**config.mk**
```make
export PLATFORM = sky130hd
export DESIGN_NAME = flc_logic_cell
export DESIGN_NICKNAME = d
export VERILOG_FILES = /design/src/logic/flc_src_sync.v /design/src/logic/flc_logic_cell.v
export VERILOG_INCLUDE_DIRS = /design/src /design/src/common
export SDC_FILE = /design/constraint.sdc
export NUM_CORES = 1
export LEC_CHECK = 0
export BUFFER_PORTS_ARGS = -buffer_cell sky130_fd_sc_hd__clkbuf_2
export CORE_ASPECT_RATIO = 0.8
export CORE_MARGIN = 2
export CORE_UTILIZATION = 38
export CTS_CLUSTER_DIAMETER = 150
export DETAILED_ROUTE_END_ITERATION = 7
export GPL_ROUTABILITY_DRIVEN = 0
export PLACE_DENSITY = 0.74
export SYNTH_ARGS = -nofsm -noshare
export SYNTH_HDL_FRONTEND = slang
export SYNTH_SLANG_ARGS = --single-unit
```
**constraint.sdc**
```tcl
create_clock -name core_clk -period 2.5 [get_ports core_clk]
set_input_delay 0.375 -clock core_clk [delete_from_list [all_inputs] [get_ports core_clk]]
set_output_delay 0.375 -clock core_clk [all_outputs]
set_load 0.02 [all_outputs]
```
**src/common/flc_regs.vh**
```
`ifndef FLC_REGS_VH
`define FLC_REGS_VH
// Storage element behaviour codes
`define FLC_FF_D        2'h0
`define FLC_FF_T        2'h1
`define FLC_FF_JK       2'h2
`define FLC_FF_SR       2'h3
// Clock / clear source select codes
`define FLC_SRC_GLOBAL  2'h0
`define FLC_SRC_PIN     2'h1
`define FLC_SRC_LOGIC   2'h2
// Clock enable source select codes
`define FLC_CE_PIN      1'h0
`define FLC_CE_LOGIC    1'h1
// Register data source select codes
`define FLC_DIN_LUT     2'h0
`define FLC_DIN_DIRECT  2'h1
`define FLC_DIN_CHAIN   2'h2
// Output source select
`define FLC_OUT_LUT     1'h0
`define FLC_OUT_REG     1'h1
// Lookup table input count, truth width and reset values
`define FLC_LUT_IN_W    4
`define FLC_LUT_BITS    16
`define FLC_MASK_RESET  16'h0000
`define FLC_CFG_RESET   2'h0
`endif

```
**src/logic/flc_src_sync.v**
```verilog
`include "flc_regs.vh"
// Two-flop synchroniser for a source that arrives from a pin
module flc_src_sync (
  input  wire core_clk,  // Clock
  input  wire reset_n,   // Async reset, active low
  input  wire din,       // Asynchronous input
  output reg  dout       // Synchronised level
);
  reg meta;

  always @(posedge core_clk or negedge reset_n) begin
    if (!reset_n) begin
      meta <= 1'b0;
      dout <= 1'b0;
    end else begin
      meta <= din;
      dout <= meta;
    end
  end
endmodule // flc_src_sync

```
**src/logic/flc_logic_cell.v**
```verilog
`include "flc_regs.vh"
// Functional notes
// The lookup table takes four inputs and can realise any function of them.
// The storage element behaves as a D, T, JK or SR flip-flop chosen by configuration.
// The storage element has data, clock, clock-enable and clear inputs.
// Clock and clear come from global, pin or logic; clock enable from pin or logic only.
// A combinational function routes the table result straight to the outputs; here it passes one core_clk output register on the way.
// Three outputs are each sourced independently from the table or the register.
// Two outputs feed row/column and direct-link routing, one feeds the cluster-local net.
// Register packing lets the table drive one output and the register another.
// While packing is in use the cluster synchronous load has no effect on this register.
// Register feedback returns the register output as a table input of this cell.
// Registered and unregistered table results may appear on outputs together.
// A register-chain output cascades the register into the next register of the cluster.
// Synchronous clear and load are cluster-wide and act on every register; load skips a register while packing is in use.
// The device-wide clear resets every register and overrides all other controls.
// A register has either clear or preset; preset inverts data and output around clear.
// The register updates only on an enabled clock edge and otherwise holds. Here both clears act without a clock edge.
module flc_logic_cell #(
  parameter LUT_IN_W = `FLC_LUT_IN_W, // Table input count
  parameter LUT_BITS = `FLC_LUT_BITS  // Table truth bits, two to the input count
) (
  input  wire                core_clk,            // Fabric clock
  input  wire                reset_n,             // Async reset, active low
  input  wire                device_wide_clear_n, // Device-wide clear pin, active low
  input  wire [LUT_BITS-1:0] lut_mask,            // Table truth contents
  input  wire [LUT_IN_W-1:0] lut_in,              // Table data inputs
  input  wire                fb_en,               // Replace top table input with register
  input  wire [1:0]          ff_mode,             // D, T, JK or SR behaviour
  input  wire [1:0]          din_sel,             // Register data from table, direct or chain
  input  wire                din_direct,          // Direct register data input
  input  wire                j_in,                // J or S input
  input  wire                k_in,                // K or R input
  input  wire                chain_in,            // Register chain from previous cell
  input  wire [1:0]          clk_sel,             // Clock source select
  input  wire                clk_global,          // Global clock tick
  input  wire                clk_pin,             // Pin clock
  input  wire                clk_logic,           // Logic clock
  input  wire                ce_sel,              // Clock enable source select
  input  wire                ce_pin,              // Pin clock enable
  input  wire                ce_logic,            // Logic clock enable
  input  wire [1:0]          clr_sel,             // Clear source select
  input  wire                clr_global,          // Global clear
  input  wire                clr_pin,             // Pin clear
  input  wire                clr_logic,           // Logic clear
  input  wire                preset_mode,         // Clear acts as preset
  input  wire                cluster_sclr,        // Cluster synchronous clear
  input  wire                cluster_sload,       // Cluster synchronous load
  input  wire                sload_data,          // Synchronous load value
  input  wire                pack_en,             // Register packing in use
  input  wire [2:0]          out_sel,             // Per output table or register
  output reg                 out_row,             // Row or column routing output
  output reg                 out_direct,          // Direct-link routing output
  output reg                 out_local,           // Cluster-local output
  output reg                 chain_out            // Register chain output
);
  // ************************************************************
  // Input capture
  // ************************************************************
  // Global nets and pins arrive from outside the fabric clock
  wire pin_clk_s;
  wire glb_clk_s;
  wire pin_ce_s;
  wire pin_clr_s;
  wire glb_clr_s;
  wire dev_clr_s;

  flc_src_sync u_sync_clk (
    .core_clk (core_clk),
    .reset_n  (reset_n),
    .din      (clk_pin),
    .dout     (pin_clk_s)
  );

  flc_src_sync u_sync_gclk (
    .core_clk (core_clk),
    .reset_n  (reset_n),
    .din      (clk_global),
    .dout     (glb_clk_s)
  );

  flc_src_sync u_sync_ce (
    .core_clk (core_clk),
    .reset_n  (reset_n),
    .din      (ce_pin),
    .dout     (pin_ce_s)
  );

  flc_src_sync u_sync_clr (
    .core_clk (core_clk),
    .reset_n  (reset_n),
    .din      (clr_pin),
    .dout     (pin_clr_s)
  );

  flc_src_sync u_sync_gclr (
    .core_clk (core_clk),
    .reset_n  (reset_n),
    .din      (clr_global),
    .dout     (glb_clr_s)
  );

  flc_src_sync u_sync_dev (
    .core_clk (core_clk),
    .reset_n  (reset_n),
    .din      (~device_wide_clear_n),
    .dout     (dev_clr_s)
  );

  // ************************************************************
  // Source selection
  // ************************************************************
  function sel3;
    input [1:0] sel;
    input       a;
    input       b;
    input       c;
    begin
      case (sel)
        `FLC_SRC_GLOBAL: sel3 = a;
        `FLC_SRC_PIN:    sel3 = b;
        `FLC_SRC_LOGIC:  sel3 = c;
        default:         sel3 = a;
      endcase
    end
  endfunction

  reg  tick_prev;
  reg  tick_armed;
  wire tick_src = sel3(clk_sel, glb_clk_s, pin_clk_s, clk_logic);
  wire ce_src   = (ce_sel == `FLC_CE_LOGIC) ? ce_logic : pin_ce_s;
  wire clr_src  = sel3(clr_sel, glb_clr_s, pin_clr_s, clr_logic);
  // No edge in the first cycle after reset, whatever the idle level of the tick
  wire edge_hit = tick_armed & tick_src & ~tick_prev;

  // ************************************************************
  // Lookup table
  // ************************************************************
  reg                 ff_q;
  wire                q_vis   = ff_q ^ preset_mode;
  wire [LUT_IN_W-1:0] lut_idx = {fb_en ? q_vis : lut_in[LUT_IN_W-1],
                                 lut_in[LUT_IN_W-2:0]};
  wire                lut_out = lut_mask[lut_idx];

  // ************************************************************
  // Storage element
  // ************************************************************
  function ff_step;
    input [1:0] mode;
    input       q;
    input       d;
    input       j;
    input       k;
    begin
      case (mode)
        `FLC_FF_D:  ff_step = d;
        `FLC_FF_T:  ff_step = q ^ d;
        `FLC_FF_JK: ff_step = (j & ~q) | (~k & q);
        `FLC_FF_SR: ff_step = j | (~k & q);
        default:    ff_step = q;
      endcase
    end
  endfunction

  reg data_bit;
  reg next_q;
  always @* begin
    case (din_sel)
      `FLC_DIN_DIRECT: data_bit = din_direct;
      `FLC_DIN_CHAIN:  data_bit = chain_in;
      default:         data_bit = lut_out;
    endcase
  end

  // Next value in visible polarity, stored inverted for preset
  always @* begin
    next_q = ff_step(ff_mode, q_vis, data_bit, j_in, k_in);
    if (cluster_sload && !pack_en) begin
      next_q = sload_data;
    end
    if (cluster_sclr) begin
      next_q = 1'b0;
    end
  end

  always @(posedge core_clk or negedge reset_n) begin
    if (!reset_n) begin
      ff_q       <= 1'b0;
      tick_prev  <= 1'b0;
      tick_armed <= 1'b0;
    end else begin
      tick_prev  <= tick_src;
      tick_armed <= 1'b1;
      if (dev_clr_s) begin
        ff_q <= 1'b0;
      end else if (clr_src) begin
        ff_q <= 1'b0;
      end else if (edge_hit && ce_src) begin                      // see
        ff_q <= next_q ^ preset_mode;
      end
    end
  end

  // ************************************************************
  // Outputs
  // ************************************************************
  function pick_out;
    input sel;
    input reg_bit;
    input lut_bit;
    begin
      pick_out = (sel == `FLC_OUT_REG) ? reg_bit : lut_bit;
    end
  endfunction

  // Table path bypasses the storage register but passes an output flop; each of the three routing outputs picks its own source
  always @(posedge core_clk or negedge reset_n) begin
    if (!reset_n) begin
      out_row    <= 1'b0;
      out_direct <= 1'b0;
      out_local  <= 1'b0;
      chain_out  <= 1'b0;
    end else begin
      out_row    <= pick_out(out_sel[0], q_vis, lut_out);         // see see
      out_direct <= pick_out(out_sel[1], q_vis, lut_out);         // see see
      out_local  <= pick_out(out_sel[2], q_vis, lut_out);
      chain_out  <= q_vis;
    end
  end
endmodule // flc_logic_cell

```
[Word-level counts from Yosys, hierarchy flattened]
Index checks and enable logic that the tools add are counted.
Word-level totals
  register bits after elaboration: 19
  input bits: 53
  output and inout bits: 4
  word-level logic and storage cells: 63
Cells by class
  magnitude comparators: 1
  eq/ne operators: 9
  mux-type cells: 16
  bitwise logic cells: 13
  reductions and logical operators: 5
Operators by type and width (number)
  two-way mux 1 bit: 11
  equality test 2 bit (second input constant): 5
  equality test 2 x 1 -> 1 bit (second input constant): 4
  one-hot mux 1 bit (2 select lines): 3
  < comparator 4 x 5 -> 1 bit (second input constant): 1
  bitwise AND 1 bit: 4
  binary-select mux 1 bit (select 4 bit): 1
  inverter 1 bit: 4
  one-hot mux 1 bit (4 select lines): 1
  nonzero test 3 bit: 1
  XOR 1 bit: 3
  logical AND 1 bit: 2
  logical NOT 2 bit: 1
  OR 1 bit: 2
  logical NOT 1 bit: 1

[Depth between registers and ports, before layout]
Gate-level depths: netlist of run 1.
  depth in word-level cells: 13
  gate-level depth with buffers: 8
  depth with buffers taken out: 8

[Modules after synthesis]
A second synthesis of run 1 with hierarchy kept.
Unflattened totals
  cells, all modules: 77
  area total of the unflattened synthesis: 1001.0 µm²
By module, submodules not included
  flc_logic_cell: instances 1, cells each 65, area an instance 700.7 µm², seq. area each 175.2 µm²
  flc_src_sync: instances 6, cells each 2, area an instance 50.0 µm², seq. area each 50.0 µm²

[Worst setup path before layout of run 1]
OpenSTA, ideal clock, no wires.
  path type: register to register
  start point: register ff_q
  end point: register ff_q
  library setup time: 99 ps
  data arrival time: 2490 ps
  required time: 2401 ps
  slack: -89 ps
  stages on the path, launching flop included: 8
  buffers on the path: 0
  period minus slack after synthesis: 2589 ps
  path through: dfrtp_1 -> xnor2_1 -> inv_1 -> mux2i_1 -> mux4_2 -> mux2_4 -> or4_1 -> a311oi_1
On the way
  longest elaborated chain between the ends: 13
  elaborated cells between the ends (all ways): 18
  those cells by class: mux (10); bitwise (8)
Ends and longest elaborated chain
  start: declaration: line flc_logic_cell.v:139  | reg ff_q;
  start signal: assignment: line flc_logic_cell.v:199  | ff_q <= next_q ^ preset_mode;
  XOR 1 bit *: line flc_logic_cell.v:140  | wire q_vis = ff_q ^ preset_mode;
  net ff_step.q: line flc_logic_cell.v:150  | input q;
  two-way mux 1 bit: line flc_logic_cell.v:141  | wire [LUT_IN_W-1:0] lut_idx = {fb_en ? q_vis : lut_in[LUT_IN_W-1],
  binary-select mux 1 bit (select 4 bit): line flc_logic_cell.v:143  | wire lut_out = lut_mask[lut_idx];
  two-way mux 1 bit (implied by the code): line flc_logic_cell.v:143
  one-hot mux 1 bit (2 select lines): line flc_logic_cell.v:168  | case (din_sel)
  XOR 1 bit: line flc_logic_cell.v:157  | `FLC_FF_T: ff_step = q ^ d;
  one-hot mux 1 bit (4 select lines) *: line flc_logic_cell.v:155  | case (mode)
  two-way mux 1 bit *: line flc_logic_cell.v:178  | if (cluster_sload && !pack_en) begin
  two-way mux 1 bit *: line flc_logic_cell.v:181  | if (cluster_sclr) begin
  XOR 1 bit *: line flc_logic_cell.v:199
  two-way mux 1 bit *: line flc_logic_cell.v:198  | end else if (edge_hit && ce_src) begin
  two-way mux 1 bit *: line flc_logic_cell.v:196  | end else if (clr_src) begin
  two-way mux 1 bit *: line flc_logic_cell.v:194  | if (dev_clr_s) begin
The timed path passes the listed nets; every way through them passes the cells marked *. The select of a mux whose other input is x is not followed.
A chain may end at the register's enable or synchronous reset.

[Worst setup path in the final report of run 1]
Ends and elaborated chain as after synthesis.

==> summary.txt, run 1 <==
first-pass GRT wire length: 3.346 mm
Hold Path Class: primary input to async pin
Core ar.: 2402 sq um
Die X: 59.93 microns
Setup WS pre-CTS: -0.2912 ns
initial core utilization: 39.58%
diodes inserted: 0
Port Buffers: 56
row count: 16
Die Ht: 48.74 microns
hpwl dp: 1.706 mm
warnings from Yosys: 0
Largest stage delay, worst path: 0.54 ns
Sequential Area: 475.5 sq um
worst path cell trace: xnor2_2 > inv_2 > mux2i_4 > mux4_2 > mux2_4 > or4_4 > a311oi_2
most frequent cells in the layout: 56 x clkbuf_2, 19 x dfrtp_1, 9 x inv_1, 6 x ha_1
area grow syn2layout: 42.24%
clk buf depth: 2
CP endpoint kind: register
initial DRC count: 15
Fin Clk Skew: 0.003226 ns
share of cells above drive strength 1: 54.74%
DRT Pass-1 Iters: 4
Util after Layout: 56.30%
gr ovfl total: 0
CTS tree: built
Pwr Density: 468.0 nW/um^2
synthesis-stage register bit count: 19
Clock transition at path regs: 0.10 ns
CP required: 2.71 ns
IO Count: 57
clk_lat worst skew: 0.29 ns
final wirelength: 1.923 mm
initial antenna violation count: 0
Syn Nets: 132
critical path type: register to register
# setup viols final: 1
worst ir drop on vdd: 319.5 uV
slowest stage cell, crit path: mux4_2
RSZ-0062 raised after global routing: yes
Multi-input gate area: 467.9 sq um
Final Hold Fails: 0
vias in the first global route: 878
number of CTS-inserted buffers: 3
Total GRT Usage: 15.32%
status: complete, but fails checks
Power Internal: 470.9 uW
flop2flop setup slack: -0.07 ns
combinational power share: 23.7%
register area share after synthesis: 50.00%
TritonCTS Sinks: 19
vias: 809
Syn Inst Count: 73
setup ws final: -0.07430 ns
Leak: 0.0007205 uW
Yosys cell types: 24
Sw Ratio: 25.62%
crit-path max FO: 2
Final period util: 103.0%
Remaining DRCs: 0
H-tree depth: 1
fmax: 388.5 MHz
min Tclk post-route: 2.574 ns
failing checks: negative setup slack
Cell Area, Synth: 950.9 sq um
via/cell ratio: 4.933
filler instances: 216
fin. max-slew vios: 0
commonest non-fill, non-tap cell in the layout: clkbuf_2
Post-CTS Repair Setup Buffers: 0
critical path arrival: 2.78 ns
Final ANT Viol Nets: 0
largest net degree at the start of global routing: 20
Post-Syn Area per Cell: 13.03 sq um
Wirelength per Cell: 11.73 microns
Root Buffer: clkbuf_4
Die Area: 2921 sq um
Reg power frac: 52.7%
Clock power frac: 23.6%
Nets: 197
net switching power: 162.2 uW
critical path startpoint category: register
MaxCap Viol Count: 0
repair_timing:
action / CTS / global route
resized for setup: 0 / 4
hold buffers: 0 / 0
pin swaps: 0 / 2
endpoints found under the setup margin: 1 / 1
synthesized netlist by cell type:
cell type	n	area, sq um
nand2_1	4	15.01
a311oi_1	1	8.760
a22oi_1	3	22.52
o21a_1	1	7.510
mux2_4	1	15.01
a221oi_1	1	8.760
nand2b_1	1	6.260
nor3_1	2	10.01
o21bai_1	1	7.510
xnor2_1	2	17.52
nor2_1	2	7.510
ha_1	6	75.07
mux4_2	1	22.52
o311ai_0	1	8.760
nand4b_1	1	8.760
mux2i_1	1	10.01
o21ai_0	4	20.02
conb_1	1	3.750
a21oi_1	1	5.000
mux2_2	4	45.04
inv_1	10	37.54
or4_1	1	7.510
mux4_1	4	105.1
dfrtp_1	19	475.5
logic make-up (layout without fill, tap and decap cells):
group | count (synthesis) | in the layout | synth area share, %
adder cells (fa/ha/maj) | 6 | 6 | 7.895
other | 1 | 1 | 0.3944
flip-flops | 19 | 19 | 50.00
XOR/XNOR | 2 | 2 | 1.842
AO/OA/AOI/OAI | 13 | 13 | 9.343
buffers and inverters | 10 | 74 | 3.948
multiplexers | 11 | 11 | 20.79
AND/OR/NAND/NOR | 11 | 11 | 5.790
critical path, delay by kind of cell (launching register included):
kind | cells | cell delay [ns]
flops | 1 | 0.42
mux | 3 | 1.00
compound gates | 1 | 0.27
buf+inv | 1 | 0.07
simple gates | 1 | 0.51
xor+xnor | 1 | 0.21
through the flow:
step	TNS (ns)	area (sq um)	hold slack, ns	total power, uW	cells
after floorplan	-0.02971	958.4	0.07941	409.0	73
after global placement	-0.2038	1303	0.3313	481.7	160
after detailed placement	-0.2912	1303	0.3347	487.6	160
after CTS	-0.1006	1330	0.009115	635.1	164
after global routing	-0.1940	1353	0.03683	672.9	164
final	-0.07430	1353	0.003184	633.0	164
worst paths after layout:
path | start | endpoint | depth (start not counted)
max in group asynchronous | reset_n | out_direct$_DFF_PN0_ | 1
worst min-delay path | reset_n | u_sync_ce.dout$_DFF_PN0_ | 1
worst max-delay path | ff_q$_DFFE_PN0P_ | ff_q$_DFFE_PN0P_ | 7
min in group core_clk | clr_pin | u_sync_clr.meta$_DFF_PN0_ | 1
worst max register to register | ff_q$_DFFE_PN0P_ | ff_q$_DFFE_PN0P_ | 7
worst min register to register | u_sync_dev.meta$_DFF_PN0_ | u_sync_dev.dout$_DFF_PN0_ | 0
power by group through the flow:
stage | Clock, uW | Combinational, uW | Sequential, uW
2_1_floorplan | 0 | 59.2 | 350
6_report | 149 | 150 | 334
3_3_place_gp | 0 | 143 | 339
5_1_grt | 169 | 167 | 336
4_1_cts | 152 | 149 | 334
3_5_place_dp | 0 | 148 | 340
area by class of cell:
cell class,instances,share of cell area [%]
flip-flops and latches,19,35.15
multi-input cells,44,34.60
repair buffers,60,22.94
inverters,10,2.775
well taps,27,2.498
clock buffers,3,1.665
clock inverters,1,0.3700
per-layer routing:
metal / wire length (microns) / vias to the layer above / global-route usage (%)
li1: - / 391 / -
met1: 713 / 384 / 15.26
met2: 1052 / 32 / 28.99
met3: 143 / 2 / 5.882
met4: 13 / 0 / 3.333
met5: 0 / - / 0
Note: power is estimated with default switching activity, not from simulation.
==> run 2: changes to the inputs <==
--- a/config.mk
+++ b/config.mk
@@ -7,13 +7,16 @@
 export NUM_CORES = 1
 export LEC_CHECK = 0
 export BUFFER_PORTS_ARGS = -buffer_cell sky130_fd_sc_hd__clkbuf_2
+export CELL_PAD_IN_SITES_DETAIL_PLACEMENT = 1
+export CELL_PAD_IN_SITES_GLOBAL_PLACEMENT = 2
 export CORE_ASPECT_RATIO = 0.8
 export CORE_MARGIN = 2
-export CORE_UTILIZATION = 38
+export CORE_UTILIZATION = 22
 export CTS_CLUSTER_DIAMETER = 150
 export DETAILED_ROUTE_END_ITERATION = 7
 export GPL_ROUTABILITY_DRIVEN = 0
-export PLACE_DENSITY = 0.74
+export HOLD_SLACK_MARGIN = 0.1
+export PLACE_DENSITY_LB_ADDON = 0.1
 export SYNTH_ARGS = -nofsm -noshare
 export SYNTH_HDL_FRONTEND = slang
 export SYNTH_SLANG_ARGS = --single-unit
==> summary.txt, run 2 (synthesis results as in run 1) <==
Clock transition at path regs: 0.06 ns (-0.04 ns)
status: complete, but fails checks
H-tree depth: 1 (unchanged)
Wirelength per Cell: 11.38 microns (-3.0%)
filler instances: 489 (+130%)
worst path bufs/invs: 1 (unchanged)
Total GRT Usage: 9.892% (-5.4 points)
critical path startpoint category: register
fmax: 387.4 MHz (-0.27%)
failing checks: negative setup slack
CP required: 2.65 ns (-0.06 ns)
Hold Path Stages: 1
Final ANT Viol Nets: 0 (unchanged)
worst ir drop on vdd: 326.3 uV (+2.1%)
setup TNS: -0.08116 ns (-0.006866 ns)
Core ar.: 4178 sq um (+74%)
Fin Clk Skew: 0.001846 ns (-0.001380 ns)
IO Count: 57 (unchanged)
diodes inserted: 0 (unchanged)
Multi-input gate area: 449.2 sq um (-4.0%)
worst path cell trace: xnor2_2 > inv_2 > mux2i_2 > mux4_2 > mux2_4 > or4_1 > a311oi_1
initial DRC count: 6 (-9)
most frequent cells in the layout: 56 x clkbuf_2, 19 x dfrtp_1, 9 x inv_1, 6 x ha_1
Remaining DRCs: 0 (unchanged)
Pwr Density: 494.3 nW/um^2 (+5.6%)
# setup viols final: 1 (unchanged)
row count: 21 (+5)
initial core utilization: 22.76% (-17 points)
setup ws final: -0.08116 ns (-0.006866 ns)
CP delay by family, top: multiplexers
Finished Cell Area: 1399 sq um (+3.4%)
Port Buffers: 56 (unchanged)
via/cell ratio: 4.113 (-17%)
critical path type: register to register
TritonCTS Sinks: 19 (unchanged)
slowest stage cell, crit path: mux4_2
Worst R2R Path Depth: 7 (unchanged)
share of cells above drive strength 1: 52.17% (-2.6 points)
CTS tree: built
Final Hold Fails: 0 (unchanged)
Die Ht: 62.81 microns (+29%)
vias: 802 (-0.87%)
largest net degree at the start of global routing: 20 (unchanged)
first-pass GRT wire length: 3.760 mm (+12%)
clk_lat worst skew: 0.25 ns (-0.04 ns)
Finished Layout Cells: 195 (+19%)
fin. max-slew vios: 0 (unchanged)
DRT Pass-1 Iters: 4 (unchanged)
Hold Path Class: primary input to register
CP endpoint kind: register
beginning of the worst register-to-register path: ff_q$_DFFE_PN0P_
critical path arrival: 2.73 ns (-0.05 ns)
number of CTS-inserted buffers: 3 (unchanged)
Root Buffer: clkbuf_8
area grow syn2layout: 47.11%
final wirelength: 2.219 mm (+15%)
hpwl dp: 1.926 mm (+13%)
Die Area: 4868 sq um (+67%)
worst hold endpoint: u_sync_clr.meta$_DFF_PN0_
RSZ-0062 raised after global routing: yes
vias in the first global route: 900 (+2.5%)
Hold Path Origin: clr_pin
Sequential Area: 475.5 sq um (unchanged)
Area after DPL: 1333 sq um (+2.3%)
Die X: 77.51 microns (+29%)
Placed Cells: 189 (+18%)
crit-path max FO: 2 (unchanged)
Nets: 198 (+0.51%)
flop2flop setup slack: -0.08 ns (about the same)
Reg2Reg Capture Point: ff_q$_DFFE_PN0P_
min Tclk post-route: 2.581 ns (+0.006866 ns)
clk buf depth: 2 (unchanged)
commonest non-fill, non-tap cell in the layout: clkbuf_2
gr ovfl total: 0 (unchanged)
initial antenna violation count: 0 (unchanged)
MaxCap Viol Count: 0 (unchanged)
Final period util: 103.2% (+0.27 points)
Largest stage delay, worst path: 0.56 ns (+0.02 ns)
Leak: 0.0007252 uW (+0.66%)
run 2: cell count changes in the layout (fill, tap and decap cells not counted):
cell,change
or4_4,-1
clkbuf_4,-3
mux2i_2,+1
clkbuf_8,+3
dlygate4sd3_1,+1
a311oi_1,+1
or4_1,+1
mux2i_4,-1
clkinv_2,-1
clkbuf_1,+1
a311oi_2,-1
run 2: worst max path at each step:
| stage | startpoint | end | slack [ns] | depth (start not counted) |
|---|---|---|---|---|
| 3_3_place_gp | lut_in[0] | ff_q$_DFFE_PN0P_ | -0.23 | 6 |
| 2_1_floorplan | lut_in[0] | ff_q$_DFFE_PN0P_ | -0.03 | 5 |
| 4_1_cts | ff_q$_DFFE_PN0P_ | ff_q$_DFFE_PN0P_ | -0.13 | 7 |
| 5_1_grt | ff_q$_DFFE_PN0P_ | ff_q$_DFFE_PN0P_ | -0.22 | 7 |
| 3_5_place_dp | lut_in[0] | ff_q$_DFFE_PN0P_ | -0.30 | 6 |
| 6_report | ff_q$_DFFE_PN0P_ | ff_q$_DFFE_PN0P_ | -0.08 | 7 |
run 2: repair_timing:
| action | CTS | global route |
|---|---|---|
| setup buffers | 1 | 0 |
| hold buffers | 1 | 0 |
| resized for setup | 0 | 1 |
| hold endpoints to repair | 19 | 0 |
| setup endpoints to repair | 1 | 1 |
run 2: per-stage QoR:
stage	util, %	worst slack [ns]	hold WS [ns]	power (uW)
after detailed placement	31.90	-0.3048	0.3395	489.1
after global placement	31.90	-0.2345	0.3322	487.0
final	33.48	-0.08116	0.2275	691.5
after floorplan	-	-0.02971	0.07941	409.0
after CTS	33.39	-0.1325	0.2202	705.2
after global routing	33.48	-0.2188	0.2154	736.0
run 2: where the power goes:
part / leakage [uW] / switching [uW] / internal (uW)
Sequential: 0.000224 / 6.54 / 328
Combinational: 0.000478 / 67.0 / 85.2
Clock: 0.0000228 / 91.3 / 113
Total: 0.000725 / 165 / 527
run 2: per-layer routing:
layer / share of wire [%] / GRT usage, % / vias to the layer above
met4: 1.3 / 3.348 / 0
met2: 46 / 15.98 / 31
met5: 0 / 0 / -
met1: 44 / 12.04 / 374
li1: - / - / 393
met3: 8.2 / 3.902 / 4
run 2: area by class of cell:
| cell class | instances | share of cell area (%) |
|---|---|---|
| timing repair buffer | 61 | 22.90 |
| inverter | 10 | 2.683 |
| multi-input combinational | 44 | 32.11 |
| tap | 57 | 5.098 |
| clock buffer | 4 | 3.220 |
| sequential | 19 | 33.99 |
